$ cat src/pstx_pkg.sv
// Purpose: shared constants and types of the sensor transmit mode block
// Assumes: 25 MHz hclk, slot times counted in 0.5 us units
// Notes:   register map, mode codes, chain slot defaults, carriers
package pstx_pkg;

  // ----------------------------------------------------------------
  // clock and timebase
  // ----------------------------------------------------------------
  localparam int unsigned CLK_PERIOD_NS  = 40;
  localparam int unsigned SLOT_UNIT_NS   = 500;
  localparam logic [9:0]  FRAC_STEP      = 10'(CLK_PERIOD_NS);
  localparam logic [9:0]  FRAC_WRAP      = 10'(SLOT_UNIT_NS);
  localparam int unsigned CHAIN_BLANK_US = 500;
  localparam int unsigned CHAIN_BLANK_CYC = (CHAIN_BLANK_US * 1000) / CLK_PERIOD_NS;
  // one 13-bit frame at 125 kBaud is 104 us, i.e. 208 slot units
  localparam logic [10:0] FRAME_UNITS    = 11'h0d0;

  // ----------------------------------------------------------------
  // register map (byte addresses)
  // ----------------------------------------------------------------
  localparam logic [7:0] REG_CTRL   = 8'h00;
  localparam logic [7:0] REG_SLOTS  = 8'h04;
  localparam logic [7:0] REG_STATUS = 8'h08;
  localparam logic [7:0] REG_TXWORD = 8'h0c;

  localparam int unsigned CTRL_MODE_LSB  = 0;
  localparam int unsigned CTRL_LAT_BIT   = 4;
  localparam int unsigned CTRL_PD_BIT    = 5;
  localparam int unsigned SLOTS_A_LSB    = 0;
  localparam int unsigned SLOTS_B_LSB    = 16;
  localparam logic [31:0] CTRL_RESET     = 32'h0000_0000;
  localparam logic [31:0] SLOTS_RESET    = 32'h0000_0000;

  // ----------------------------------------------------------------
  // modes, codes, chain slots (units of 0.5 us)
  // ----------------------------------------------------------------
  localparam logic [1:0] MODE_NORMAL = 2'h0;
  localparam logic [1:0] MODE_DOUBLE = 2'h1;
  localparam logic [1:0] MODE_RES16  = 2'h2;
  localparam logic [1:0] MODE_CHAIN  = 2'h3;

  localparam logic [9:0] REPLY_OK      = 10'h1e1;
  localparam logic [9:0] REPLY_ERR     = 10'h1e2;
  localparam logic [9:0] ERRNUM_BAD    = 10'h001;
  localparam logic [9:0] DEFECT_WORD   = 10'h1fc;
  localparam logic [2:0] ID_UNPROG     = 3'h0;
  localparam logic [2:0] ID_GLOBAL     = 3'h7;
  localparam logic [2:0] FC_RUN        = 3'h0;
  localparam logic [9:0] CHAIN_SETUP_SLOT = 10'h00c;
  localparam logic [9:0] CHAIN_SLOT_ONE   = 10'h00c;
  localparam logic [9:0] CHAIN_SLOT_TWO   = 10'h0ec;
  localparam logic [9:0] CHAIN_SLOT_THREE = 10'h1cc;
  localparam logic signed [15:0] CLAMP_POS = 16'sh01e0;
  localparam logic signed [15:0] CLAMP_NEG = -16'sh01e0;

  typedef enum logic [2:0] {
    CH_OFF       = 3'b000,
    CH_INIT      = 3'b001,
    CH_WAIT_ADDR = 3'b010,
    CH_BLANK     = 3'b011,
    CH_WAIT_RUN  = 3'b100,
    CH_RUN       = 3'b101
  } pstx_chain_t;

  typedef struct packed {
    logic       valid;
    logic [2:0] sensor_bus_id;
    logic [2:0] function_code;
    logic       crc_ok;
  } pstx_cmd_t;

  typedef struct packed {
    logic       start;
    logic [9:0] word;
    logic       force_fmt;
  } pstx_tx_t;

  typedef struct packed {
    logic offset_err;
    logic selftest_fail;
    logic ident_valid_flag_a;
    logic ident_valid_flag_b;
    logic undervolt;
    logic temp_range;
  } pstx_fault_t;

endpackage

$ cat src/pstx_core.sv
// Purpose: transmit mode logic: 16-bit split, daisy chain addressing, error handling
// Assumes: sync_rise_instant is a one-cycle pulse on the sync rising edge
// Notes:   registers over AHB-Lite, zero wait states, always OKAY
// Notes on behaviour
// - 16-bit mode clips and scales 26-bit filter output to one 16-bit word.
// - simultaneous sampling captures the newest sample at the sync rising edge.
// - synchronous sampling captures the newest sample at the first slot delay.
// - 16-bit mode sends upper ten bits, truncated, in the first slot.
// - 16-bit mode clamps to plus/minus 480, sends low ten bits in second slot.
// - 16-bit mode repeats identical initialization data in both slots.
// - colliding slot delays suppress every second-slot transmission.
// - chain mode initialization uses the fixed chain setup slot.
// - after phase 3 the chain device goes silent and awaits Set Address.
// - Set Address reply goes out in the chain setup slot.
// - after address reply, blank syncs, then stay silent until Run Mode.
// - Run Mode answered in assigned slot; then commands ignored, data sent.
// - chain run forces 10-bit, even parity, 125 kBaud, address-derived slot.
// - sync pull-down stays on during chain initialization and chain run.
// - Set Address: id zero, function code holds address; reply OK or Error.
// - Run Mode: broadcast id, function code zero; reply OK with zero word.
// - reply codes 0x1e1 good, 0x1e2 error; address zero-extended on left.
// - address 0 unprogrammed; 1-3 close switch, 4-6 open; slots cycle.
// - sensor id 7 is global broadcast, accepted by every sensor.
// - offset error sends defect messages only while it lasts.
// - self-test fail or cleared ident flag latches defect until reset.
// - undervoltage or temperature fault halts all transmissions while present.
//
// Our own choices: the AHB-Lite register port and the register addresses.
`timescale 1ns/10ps
`default_nettype none
module pstx_core
#(
  parameter int unsigned BLANK_CYCLES = pstx_pkg::CHAIN_BLANK_CYC
) (
  input  wire logic               hclk,
  input  wire logic               hresetn,
  input  wire logic               hsel,
  input  wire logic [31:0]        haddr,
  input  wire logic [1:0]         htrans,
  input  wire logic               hwrite,
  input  wire logic [2:0]         hsize,
  input  wire logic [31:0]        hwdata,
  input  wire logic               hready,
  output logic [31:0]             hrdata,
  output logic                    hreadyout,
  output logic                    hresp,
  input  wire logic               sync_rise_instant,
  input  wire logic [25:0]        filter_out,
  input  wire logic               init_active,
  input  wire logic [9:0]         init_word,
  input  wire logic               init_done,
  input  wire pstx_pkg::pstx_cmd_t   cmd_in,
  input  wire pstx_pkg::pstx_fault_t fault_in,
  output pstx_pkg::pstx_tx_t      tx_out,
  output logic                    bus_switch_close,
  output logic                    sync_pulldown_en
);
  import pstx_pkg::*;

  // ----------------------------------------------------------------
  // functions
  // ----------------------------------------------------------------
  function automatic logic is_assignable(input logic [2:0] id);
    is_assignable = (id != ID_UNPROG) && (id != ID_GLOBAL);
  endfunction

  function automatic logic [9:0] chain_slot(input logic [2:0] id);
    logic [1:0] pos;
    pos = id[2] ? 2'(id[1:0] + 2'h1) : id[1:0];
    case (pos)
      2'h1:    chain_slot = CHAIN_SLOT_ONE;
      2'h2:    chain_slot = CHAIN_SLOT_TWO;
      2'h3:    chain_slot = CHAIN_SLOT_THREE;
      default: chain_slot = CHAIN_SLOT_ONE;
    endcase
  endfunction

  // ----------------------------------------------------------------
  // ahb-lite slave
  // ----------------------------------------------------------------
  logic        wr_pend_ff;
  logic        rd_pend_ff;
  logic [7:0]  addr_ff;
  logic [31:0] ctrl_ff;
  logic [31:0] slots_ff;
  logic        acc_ok;

  assign acc_ok    = hsel && hready && htrans[1];
  assign hreadyout = 1'b1;
  assign hresp     = 1'b0;

  always_ff @(posedge hclk or negedge hresetn) begin
    if (!hresetn) begin
      wr_pend_ff <= 1'b0;
      rd_pend_ff <= 1'b0;
      addr_ff    <= 8'h00;
    end else if (hready) begin
      wr_pend_ff <= acc_ok && hwrite;
      rd_pend_ff <= acc_ok && !hwrite;
      addr_ff    <= haddr[7:0];
    end
  end

  always_ff @(posedge hclk or negedge hresetn) begin
    if (!hresetn) begin
      ctrl_ff  <= CTRL_RESET;
      slots_ff <= SLOTS_RESET;
    end else if (wr_pend_ff) begin
      case (addr_ff)
        REG_CTRL:  ctrl_ff  <= hwdata;
        REG_SLOTS: slots_ff <= hwdata;
        default:   ;
      endcase
    end
  end

  logic [1:0]  mode;
  logic        latency_sync;
  logic [9:0]  slot_a;
  logic [9:0]  slot_b;
  assign mode         = ctrl_ff[CTRL_MODE_LSB +: 2];
  assign latency_sync = ctrl_ff[CTRL_LAT_BIT];
  assign slot_a       = slots_ff[SLOTS_A_LSB +: 10];
  assign slot_b       = slots_ff[SLOTS_B_LSB +: 10];

  // ----------------------------------------------------------------
  // timebase: 0.5 us units from the sync rising edge
  // ----------------------------------------------------------------
  logic [9:0]  frac_ff;
  logic [9:0]  unit_ff;
  logic        run_ff;
  logic        unit_tick;
  logic [10:0] frac_sum;

  assign frac_sum  = {1'b0, frac_ff} + {1'b0, FRAC_STEP};
  assign unit_tick = run_ff && (frac_sum >= {1'b0, FRAC_WRAP});

  // fractional step keeps 12.5 cycles per unit on average
  always_ff @(posedge hclk or negedge hresetn) begin
    if (!hresetn) begin
      frac_ff <= 10'h000;
      unit_ff <= 10'h000;
      run_ff  <= 1'b0;
    end else if (sync_rise_instant) begin
      frac_ff <= 10'h000;
      unit_ff <= 10'h000;
      run_ff  <= 1'b1;
    end else if (run_ff) begin
      frac_ff <= unit_tick ? 10'(frac_sum - {1'b0, FRAC_WRAP}) : frac_sum[9:0];
      if (unit_tick) begin
        unit_ff <= 10'(unit_ff + 10'h001);
        run_ff  <= (unit_ff != 10'h3ff);
      end
    end
  end

  logic        hit_a;
  logic        hit_b;
  logic        collide;
  assign hit_a   = unit_tick && (10'(unit_ff + 10'h001) == slot_a);
  assign hit_b   = unit_tick && (10'(unit_ff + 10'h001) == slot_b);
  // the two slots must start at least one frame apart, in either order
  assign collide = ({1'b0, slot_b} < ({1'b0, slot_a} + FRAME_UNITS)) && ({1'b0, slot_a} < ({1'b0, slot_b} + FRAME_UNITS));

  // ----------------------------------------------------------------
  // sample path and 16-bit scaling
  // ----------------------------------------------------------------
  logic [15:0] word16;
  logic        over_pos;
  logic        over_neg;
  logic [16:0] rounded;
  logic [25:0] sample_ff;

  assign over_pos = !filter_out[25] && (filter_out[24:21] != 4'h0);
  assign over_neg =  filter_out[25] && (filter_out[24:21] != 4'hf);
  assign rounded  = {filter_out[21], filter_out[21:6]} + {16'h0000, filter_out[5]};

  // clip outside the 16-bit window, round the dropped bits
  assign word16 = (over_pos || (!filter_out[21] && rounded[15])) ? 16'h7fff :
                  over_neg ? 16'h8000 : rounded[15:0];

  logic [15:0] held16_ff;
  logic [15:0] word_a;
  logic signed [15:0] sw;
  logic [9:0]  low10;

  assign word_a = latency_sync ? word16 : held16_ff;
  assign sw     = signed'(held16_ff);
  assign low10  = (sw > CLAMP_POS) ? CLAMP_POS[9:0] :
                  (sw < CLAMP_NEG) ? CLAMP_NEG[9:0] : held16_ff[9:0];

  always_ff @(posedge hclk or negedge hresetn) begin
    if (!hresetn) begin
      held16_ff <= 16'h0000;
      sample_ff <= 26'h0000000;
    end else if (sync_rise_instant && !latency_sync) begin
      held16_ff <= word16;
      sample_ff <= filter_out;
    end else if (hit_a && latency_sync) begin
      held16_ff <= word16;
      sample_ff <= filter_out;
    end
  end

  logic [9:0]  data10;
  assign data10 = latency_sync ? filter_out[21:12] : sample_ff[21:12];

  // ----------------------------------------------------------------
  // fault handling
  // ----------------------------------------------------------------
  logic defect_latch_ff;
  logic halted;
  logic defect;

  always_ff @(posedge hclk or negedge hresetn) begin
    if (!hresetn) begin
      defect_latch_ff <= 1'b0;
    end else if (fault_in.selftest_fail || !fault_in.ident_valid_flag_a || !fault_in.ident_valid_flag_b) begin
      defect_latch_ff <= 1'b1;
    end
  end

  assign defect = defect_latch_ff || fault_in.offset_err;
  assign halted = fault_in.undervolt || fault_in.temp_range;

  // ----------------------------------------------------------------
  // daisy chain sequencer
  // ----------------------------------------------------------------
  pstx_chain_t state_ff;
  pstx_chain_t nxt_state;
  logic [2:0]  addr_id_ff;
  logic [1:0]  reply_left_ff;
  logic [9:0]  reply_code_ff;
  logic [9:0]  reply_data_ff;
  logic        reply_run_ff;
  logic        reply_ok_ff;
  logic [14:0] blank_ff;
  logic        chain;
  logic        reply_hit;
  logic        set_cmd;
  logic        run_cmd;
  logic        cmd_take;

  assign chain    = (mode == MODE_CHAIN);
  assign set_cmd  = (cmd_in.sensor_bus_id == ID_UNPROG);
  assign run_cmd  = (cmd_in.sensor_bus_id == ID_GLOBAL) && (cmd_in.function_code == FC_RUN);
  assign cmd_take = cmd_in.valid && (reply_left_ff == 2'h0) &&
                    (((state_ff == CH_WAIT_ADDR) && set_cmd) || ((state_ff == CH_WAIT_RUN) && run_cmd));
  assign reply_hit = unit_tick && (10'(unit_ff + 10'h001) ==
                     (reply_run_ff ? chain_slot(addr_id_ff) : CHAIN_SETUP_SLOT));

  always_comb begin
    nxt_state = state_ff;
    case (state_ff)
      CH_OFF:       if (chain) nxt_state = CH_INIT;
      CH_INIT:      if (init_done) nxt_state = CH_WAIT_ADDR;
      CH_WAIT_ADDR: if (reply_hit && reply_left_ff == 2'h1 && reply_ok_ff) nxt_state = CH_BLANK;
      CH_BLANK:     if (blank_ff == 15'h0000) nxt_state = CH_WAIT_RUN;
      CH_WAIT_RUN:  if (reply_hit && reply_left_ff == 2'h1 && reply_ok_ff) nxt_state = CH_RUN;
      CH_RUN:       nxt_state = CH_RUN;
      default:      nxt_state = CH_OFF;
    endcase
    if (!chain) begin
      nxt_state = CH_OFF;
    end
  end

  always_ff @(posedge hclk or negedge hresetn) begin
    if (!hresetn) begin
      state_ff <= CH_OFF;
    end else begin
      state_ff <= nxt_state;
    end
  end

  always_ff @(posedge hclk or negedge hresetn) begin
    if (!hresetn) begin
      blank_ff <= 15'h0000;
    end else if (state_ff != CH_BLANK) begin
      blank_ff <= 15'(BLANK_CYCLES - 1);
    end else if (blank_ff != 15'h0000) begin
      blank_ff <= 15'(blank_ff - 15'h0001);
    end
  end

  // two-word reply: code, then address / zero / error number
  always_ff @(posedge hclk or negedge hresetn) begin
    if (!hresetn) begin
      reply_left_ff <= 2'h0;
      reply_code_ff <= 10'h000;
      reply_data_ff <= 10'h000;
      reply_run_ff  <= 1'b0;
      reply_ok_ff   <= 1'b0;
      addr_id_ff    <= ID_UNPROG;
    end else if (!chain) begin
      reply_left_ff <= 2'h0;
    end else if (cmd_take) begin
      reply_left_ff <= 2'h2;
      reply_run_ff  <= run_cmd;
      if (!cmd_in.crc_ok || (set_cmd && !is_assignable(cmd_in.function_code))) begin
        reply_code_ff <= REPLY_ERR;
        reply_data_ff <= ERRNUM_BAD;
        reply_ok_ff   <= 1'b0;
      end else if (set_cmd) begin
        reply_code_ff <= REPLY_OK;
        reply_data_ff <= {7'h00, cmd_in.function_code};
        reply_ok_ff   <= 1'b1;
        addr_id_ff    <= cmd_in.function_code;
      end else begin
        reply_code_ff <= REPLY_OK;
        reply_data_ff <= 10'h000;
        reply_ok_ff   <= 1'b1;
      end
    end else if (reply_hit && reply_left_ff != 2'h0 && !halted) begin
      reply_left_ff <= 2'(reply_left_ff - 2'h1);
      reply_code_ff <= reply_data_ff;
    end
  end

  assign bus_switch_close = chain && is_assignable(addr_id_ff) && !addr_id_ff[2];
  assign sync_pulldown_en = chain ? ((state_ff == CH_INIT) || (state_ff == CH_RUN)) : ctrl_ff[CTRL_PD_BIT];

  // ----------------------------------------------------------------
  // transmit request
  // ----------------------------------------------------------------
  pstx_tx_t nxt_tx;

  always_comb begin
    nxt_tx = '0;
    case (state_ff)
      CH_OFF: begin
        if (hit_a) begin
          nxt_tx.start = 1'b1;
          nxt_tx.word  = init_active ? init_word : defect ? DEFECT_WORD :
                         (mode == MODE_RES16) ? word_a[15:6] : data10;
        end else if (hit_b && !collide && (mode == MODE_RES16)) begin
          nxt_tx.start = 1'b1;
          nxt_tx.word  = init_active ? init_word : defect ? DEFECT_WORD : low10;
        end
      end
      CH_INIT: begin
        if (unit_tick && (10'(unit_ff + 10'h001) == CHAIN_SETUP_SLOT) && init_active) begin
          nxt_tx.start = 1'b1;
          nxt_tx.word  = init_word;
        end
      end
      CH_RUN: begin
        if (reply_left_ff != 2'h0) begin
          nxt_tx.start = reply_hit;
          nxt_tx.word  = reply_code_ff;
        end else if (unit_tick && (10'(unit_ff + 10'h001) == chain_slot(addr_id_ff))) begin
          nxt_tx.start = 1'b1;
          nxt_tx.word  = defect ? DEFECT_WORD : data10;
        end
        nxt_tx.force_fmt = 1'b1;
      end
      default: begin
        // waiting states: only command replies, sync pulses otherwise unanswered
        nxt_tx.start     = reply_hit && (reply_left_ff != 2'h0);
        nxt_tx.word      = reply_code_ff;
        nxt_tx.force_fmt = 1'b1;
      end
    endcase
    if (halted) begin
      nxt_tx.start = 1'b0;
    end
  end

  always_ff @(posedge hclk or negedge hresetn) begin
    if (!hresetn) begin
      tx_out <= '0;
    end else begin
      // word stands until the next start
      tx_out <= nxt_tx.start ? nxt_tx : pstx_tx_t'{1'b0, tx_out.word, nxt_tx.force_fmt};
    end
  end

  // ----------------------------------------------------------------
  // read mux
  // ----------------------------------------------------------------
  always_comb begin
    hrdata = 32'h0000_0000;
    if (rd_pend_ff) begin
      case (addr_ff)
        REG_CTRL:   hrdata = ctrl_ff;
        REG_SLOTS:  hrdata = slots_ff;
        REG_STATUS: hrdata = {20'h00000, collide, halted, defect, defect_latch_ff,
                              1'b0, addr_id_ff, 1'b0, state_ff};
        REG_TXWORD: hrdata = {22'h000000, tx_out.word};
        default:    hrdata = 32'h0000_0000;
      endcase
    end
  end

endmodule
`default_nettype wire

$ cat config.mk
export PLATFORM = sky130hd
export DESIGN_NAME = pstx_core
export DESIGN_NICKNAME = d
export VERILOG_FILES = /design/src/pstx_pkg.sv /design/src/pstx_core.sv
export SDC_FILE = /design/constraint.sdc
export NUM_CORES = 1
export LEC_CHECK = 0
export ABC_AREA = 1
export ABC_CLOCK_PERIOD_IN_PS = 3300
export BUFFER_PORTS_ARGS = -buffer_cell sky130_fd_sc_hd__buf_2
export CAP_MARGIN = 20
export CORE_ASPECT_RATIO = 0.7
export CORE_MARGIN = 5
export CORE_UTILIZATION = 50
export CTS_CLUSTER_SIZE = 24
export DETAILED_ROUTE_END_ITERATION = 12
export GPL_TIMING_DRIVEN = 0
export PLACE_DENSITY_LB_ADDON = 0.12
export SLEW_MARGIN = 20
export SYNTH_ARGS = -nofsm -noshare
export SYNTH_HDL_FRONTEND = slang
export SYNTH_SLANG_ARGS = --single-unit
$ cat constraint.sdc
create_clock -name hclk -period 3.3 [get_ports hclk]
set_input_delay 0.165 -clock hclk [delete_from_list [all_inputs] [get_ports hclk]]
set_output_delay 0.165 -clock hclk [all_outputs]
set_load 0.005 [all_outputs]
# Word-level counts from Yosys, hierarchy flattened
# Index checks and enable logic that the tools add are counted.
totals:
  elab_cells: 201
  input_bits: 127
  reg_bits: 191
  output_inout_bits: 48
op_classes:
  n_bitwise: 1
  addsub: 9
  eq_ne: 29
  n_lt_le_gt_ge: 5
  n_reduce_logical: 76
  mux: 59
ops:
  columns: ["op", "count"]
  rows:
  - ["$mux W10", 20]
  - ["$pmux W32 S4", 1]
  - ["$mux W16", 5]
  - ["$mux W11", 5]
  - ["$mux W22", 2]
  - ["$eq A10 B10 Y1", 4]
  - ["$logic_and A1 B1 Y1", 33]
  - ["$pmux W11 S3", 1]
  - ["$mux W32", 1]
  - ["$mux W15", 2]
  - ["$add A10 B8 Y11 const B", 2]
  - ["$lt A10 B11 Y1", 2]
  - ["$mux W3", 7]
  - ["$pmux W3 S6", 1]
  - ["$pmux W9 S2", 1]
  - ["$add A16 B2 Y16", 1]
  - ["$eq A8 B4 Y1 const B", 2]
  - ["$gt A16 B10 Y1 const B", 1]
  - ["$lt A16 B10 Y1 const B", 1]
  - ["$logic_not A15 Y1", 1]
  - ["$reduce_bool A15 Y1", 1]
  - ["$sub A15 B1 Y15 const B", 1]
  - ["$mux W12", 1]
  - ["$ne A3 B3 Y1 const B", 4]
  - ["other kinds (31)", 79]

# Depth between registers and ports, before layout
logic_depth:
  ltp_word: 13
  depth_mapped: 21
  ltp_nobuf: 21

# Worst setup path before layout
# OpenSTA, ideal clock, no wires.
synth_path:
  kind: "reg-to-reg"
  start: "reg slots_ff[22]"
  end: "reg tx_out[3] in the netlist's numbering"
  arrival_ns: 2.394
  setup_time_ns: 0.116
  stages_incl_launch_ff: 21
  path_slack_ns: 0.789
  path_buffers: 2
  required_time_ns: 3.184
  synth_period_minus_slack_ns: 2.511
  cell_sequence: "dfrtp_1 -> clkbuf_1 -> a21oi_1 -> nand2_1 -> nand2_1 -> xor2_1 -> ha_1 -> inv_1 -> nor2_1 -> nand4_1 -> nor2_1 -> nor2_1 -> nand2_1 -> nand3_1 -> nand2_4 -> nand2_4 -> nand3_2 -> nand2_4 -> buf_6 -> nand2_1 -> nand2_1"
synth_between:
  elab_chain_len: 10
  elab_cells_between_ends: 13
  classes_between: "add/sub: 1; order compare: 2; eq/ne: 1; mux: 4; reduce/logical: 5"
synth_lines:
  columns: ["element", "line", "rtl"]
  rows:
  - ["start, declared", "pstx_core.sv:85", "logic [31:0] slots_ff;"]
  - ["start signal, assigned", "pstx_core.sv:111", "REG_SLOTS: slots_ff <= hwdata;"]
  - ["$add A10 B8 Y11", "pstx_core.sv:163", "assign collide = ({1'b0, slot_b} < ({1'b0, slot_a} + FRAME_UNITS)) && ({1'b0, slot_a} < ({1'b0, slot_b} + FRAM ..."]
  - ["$lt A10 B11 Y1", "pstx_core.sv:163", null]
  - ["$logic_and A1 B1 Y1", "pstx_core.sv:163", null]
  - ["$logic_not A1 Y1", "pstx_core.sv:336", "end else if (hit_b && !collide && (mode == MODE_RES16)) begin"]
  - ["$logic_and A1 B1 Y1 * (2 in a row)", "pstx_core.sv:336", null]
  - ["$mux W11 *", "pstx_core.sv:336", null]
  - ["$mux W11 *", "pstx_core.sv:332", "if (hit_a) begin"]
  - ["$pmux W11 S3 *", "pstx_core.sv:330", "case (state_ff)"]
  - ["$mux W1", "pstx_core.sv:364", "if (halted) begin"]
  - ["end signal, assigned", "pstx_core.sv:374", "tx_out <= nxt_tx.start ? nxt_tx : pstx_tx_t'{1'b0, tx_out.word, nxt_tx.force_fmt};"]
  - ["end, declared", "pstx_core.sv:54", "output pstx_pkg::pstx_tx_t tx_out,"]
# Every way passes the cells marked *; elsewhere a longest branch is shown, timed or not.
# A chain may end at the register's enable or synchronous reset.

# Worst setup path after layout
layout_path:
  start: "reg defect_latch_ff"
  end: "reg tx_out[9] in the netlist's numbering"
layout_between:
  elab_chain_len: 6
  elab_cells_between_ends: 11
  classes_between: "mux: 10; reduce/logical: 1"
layout_lines:
  columns: ["element", "line", "rtl"]
  rows:
  - ["start, declared", "pstx_core.sv:211", "logic defect_latch_ff;"]
  - ["start signal, assigned", "pstx_core.sv:217", "defect_latch_ff <= 1'b0;"]
  - ["start signal, assigned", "pstx_core.sv:219", "defect_latch_ff <= 1'b1;"]
  - ["$logic_or A1 B1 Y1 *", "pstx_core.sv:223", "assign defect = defect_latch_ff || fault_in.offset_err;"]
  - ["$mux W10 (2 in a row)", "pstx_core.sv:338", "nxt_tx.word = init_active ? init_word : defect ? DEFECT_WORD : low10;"]
  - ["$mux W11", "pstx_core.sv:336", null]
  - ["$mux W11", "pstx_core.sv:332", null]
  - ["$pmux W11 S3 *", "pstx_core.sv:330", null]
# Marks and branches as above.

==> results_dict.tcl <==
set metrics [dict create \
    outcome "finished clean" \
    syn_nets 1751 \
    synthTopCellsByCount "nand2_1, inv_1, nor2_1" \
    grt_pass1_vias 10758 \
    min_period_over_period_pct 95.9 \
    cp_cell_sequence "nor2_2 -> clkinv_1 -> nor2_1 -> nand3_1 -> nand2_1 -> nand2_1 -> nand3_1 -> nand3_1 -> nand2_1 -> nand2_1" \
    io_pins 175 \
    fp.dieArea_um2 24900 \
    post-place-ws_ps 54.4 \
    insertion_delay_ps 440 \
    worstPathMaxFanout 10 \
    cts_tree "built" \
    die_x_um 186 \
    worst-setup-path-type "flop to flop" \
    vias 11298 \
    root_buffer "clkbuf_16" \
    setup_violations 0 \
    drv_cap 0 \
    sw_frac_of_total_pct 37.2 \
    max_slew_margin_pct 40.5 \
    grtUsageTotal_pct 27.5 \
    postPlaceCellArea_um2 12000 \
    yosysUniqueCellTypes 45 \
    cts.sinks 164 \
    power_frac_comb_pct 29.5 \
    synthTopCellsByArea "dfrtp_1, nand2_1, inv_1" \
    avgSynthCellArea_um2 6.85 \
    hold_slack_ps 7.21 \
    ys_ff_latch 164 \
    rows 45 \
    synth_edf_count 0 \
    cp_slowest_stage_delay_ps 640 \
    max_slew.worst_pin.slew_ps 888 \
    start_util_pct 50.5 \
    placed_cells 2014 \
    nets 1949 \
    dr.pass1.iters 6 \
    finalMaxSlewViolations 0 \
    wl_per_cell_um 16.6 \
    yosysSeqAreaShare_pct 37.7 \
    synth_ff_type "dfrtp_1" \
    yosys_warnings 0 \
    async_flop_share_pct 100 \
    rsz0062_at_grt "no" \
    p_int_mw 4.15 \
    crit_path_end_kind "flop" \
    peakVddDrop_v 0.000396 \
    synth_top_cell_area_share_pct 37.7 \
    dp_hpwl_um 26300 \
    cp.required_ps 3610 \
    ant_nets 0 \
    core_area_um2 21600 \
    cts_buffers 17 \
    hold_path_class "input pin to flop" \
    min_period_ps 3170 \
    fin_skew_ps 16.6 \
    die_h_um 133 \
    p_seq_share_pct 40.8 \
    p_per_area_nw_per_um2 509 \
    antenna_found_initial 0 \
    fmax_mhz 316 \
    dr.first_iter.drc_count 1210 \
    netlist_instances 1591 \
    cts.path.max_buffers 2 \
    critPathLaunchType "flop" \
    syn2layout_area_growth_pct 19.3 \
    slowest_stage "nor2_1" \
    n_antenna_cell 0 \
    cp.arrival_ps 3480 \
    fin_area_um2 13000 \
    vias_per_cell 5.43 \
    hold_viol_final 0 \
    pwr-share-clk_pct 29.7 \
    grt_overflow_total 0 \
    grt_max_degree 70 \
    routed_wl_um 34600 \
    clk_pin_slew_ps 70 \
    grt_pass1_wl_um 55600 \
    crit_path_frequent_cell "nand2_1" \
    drive_gt1_share_pct 13.4 \
    synth_largest_area_cell "dfrtp_1" \
    p_leak_nw 6.73 \
    fin_ws_ps 134 \
    final_cells 2082 \
    synth_area_um2 10900 \
    io_buffers 139 \
    drc 0 \
    p_sw_mw 2.46 \
    synth_most_common_cell "nand2_1" \
    place_congestion 0.922 \
    htree_levels 4 \
]
[layout by cell type (no fill, tap or decap), types with 5 or more instances in the layout]
cell             n
buf_2          145
ha_1            33
o211ai_1         6
inv_1          212
clkbuf_1        29
dfrtp_1        164
inv_2            5
a21oi_1         81
nand2_2         14
nor2_2           7
xor2_1          20
o21ai_0        153
nand4_1         28
nand3_1        123
mux2_2           7
nor3_1          24
nor2_1         166
clkbuf_16       17
a221oi_1         8
o22ai_1         17
a211oi_1         5
a31oi_1          9
nand2_1        413
dlygate4sd3_1   37
[registers in the layout, summed over array words and instances, names as in the netlist, 4 cells and up]
name	cells
addr_ff	8
slots_ff	32
reply_code_ff	4
unit_ff	10
tx_out	12
blank_ff	15
ctrl_ff	32
frac_ff	8
sample_ff	10
held16_ff	16
[kinds of logic after synthesis]
group,share of synthesized area (%)
simple gates,31.6
other cells,0.0689
compound gates,14.5
mux,0.724
xor+xnor,2.08
buf+inv,9.56
fa+ha+maj,3.79
flops,37.7
[what timing repair did]
item | 4_1_cts | 5_1_grt
endpoints found under the setup margin | 19 | 14
resized for setup | 1 | 9
buffers inserted | 0 | 1
hold endpoints to repair | 149 | 0
hold buffers | 37 | 0
pin swaps | 0 | 0
[critical path: cells and delay by family, from the launching register on]
kind                   cells  cell delay [ps]
and+or+nand+nor            9             2080
DFF                        1              480
buffers and inverters      1              480
[layer usage]
layer	GRT usage, %	wire (um)	vias to the layer above
met1	40.0	16300	5239
met2	40.5	14700	433
met5	0	0	-
met3	6.86	2860	64
li1	-	-	5562
met4	8.56	799	0
[worst paths after layout]
path	slack [ps]	from	cells after the start	endpoint
max in group asynchronous	2140	hresetn	4	slots_ff[10]
min in group asynchronous	190	hresetn	2	held16_ff[0]
min reg2reg	480	ctrl_ff[6]	2	ctrl_ff[6]
max	130	defect_latch_ff	10	tx_out[9]
min	7	hwdata[21]	3	slots_ff[21]
max reg2reg	130	defect_latch_ff	10	tx_out[9]
[stage by stage]
step / power, mW / util [%] / TNS (ps)
2_1_floorplan: 3.93 / - / 0
3_3_place_gp: 4.53 / 55.4 / -98800
3_5_place_dp: 4.58 / 55.7 / 0
4_1_cts: 6.58 / 60.0 / 0
5_1_grt: 7.01 / 60.2 / 0
6_report: 6.61 / 60.2 / 0
[final cells by class]
| class | count | area (um^2) |
|---|---|---|
| plain buffers | 44 | 209 |
| clock buffers | 21 | 470 |
| clock inverters | 9 | 95.1 |
| fillers | 2083 | 8570 |
| inverters | 222 | 837 |
| multi-input cells | 1161 | 5780 |
| flip-flops and latches | 164 | 4100 |
| well taps | 282 | 353 |
| repair buffers | 179 | 1140 |
[power by group through the flow]
stage          sequential, mW  clock, mW  combinational (mW)
4_1_cts                  2.68       1.98                1.91
5_1_grt                  2.74       2.07                2.20
6_report                 2.70       1.96                1.95
2_1_floorplan            2.62          0                1.31
3_5_place_dp             2.72          0                1.86
3_3_place_gp             2.71          0                1.82
Power figures use the tool's default switching activity.
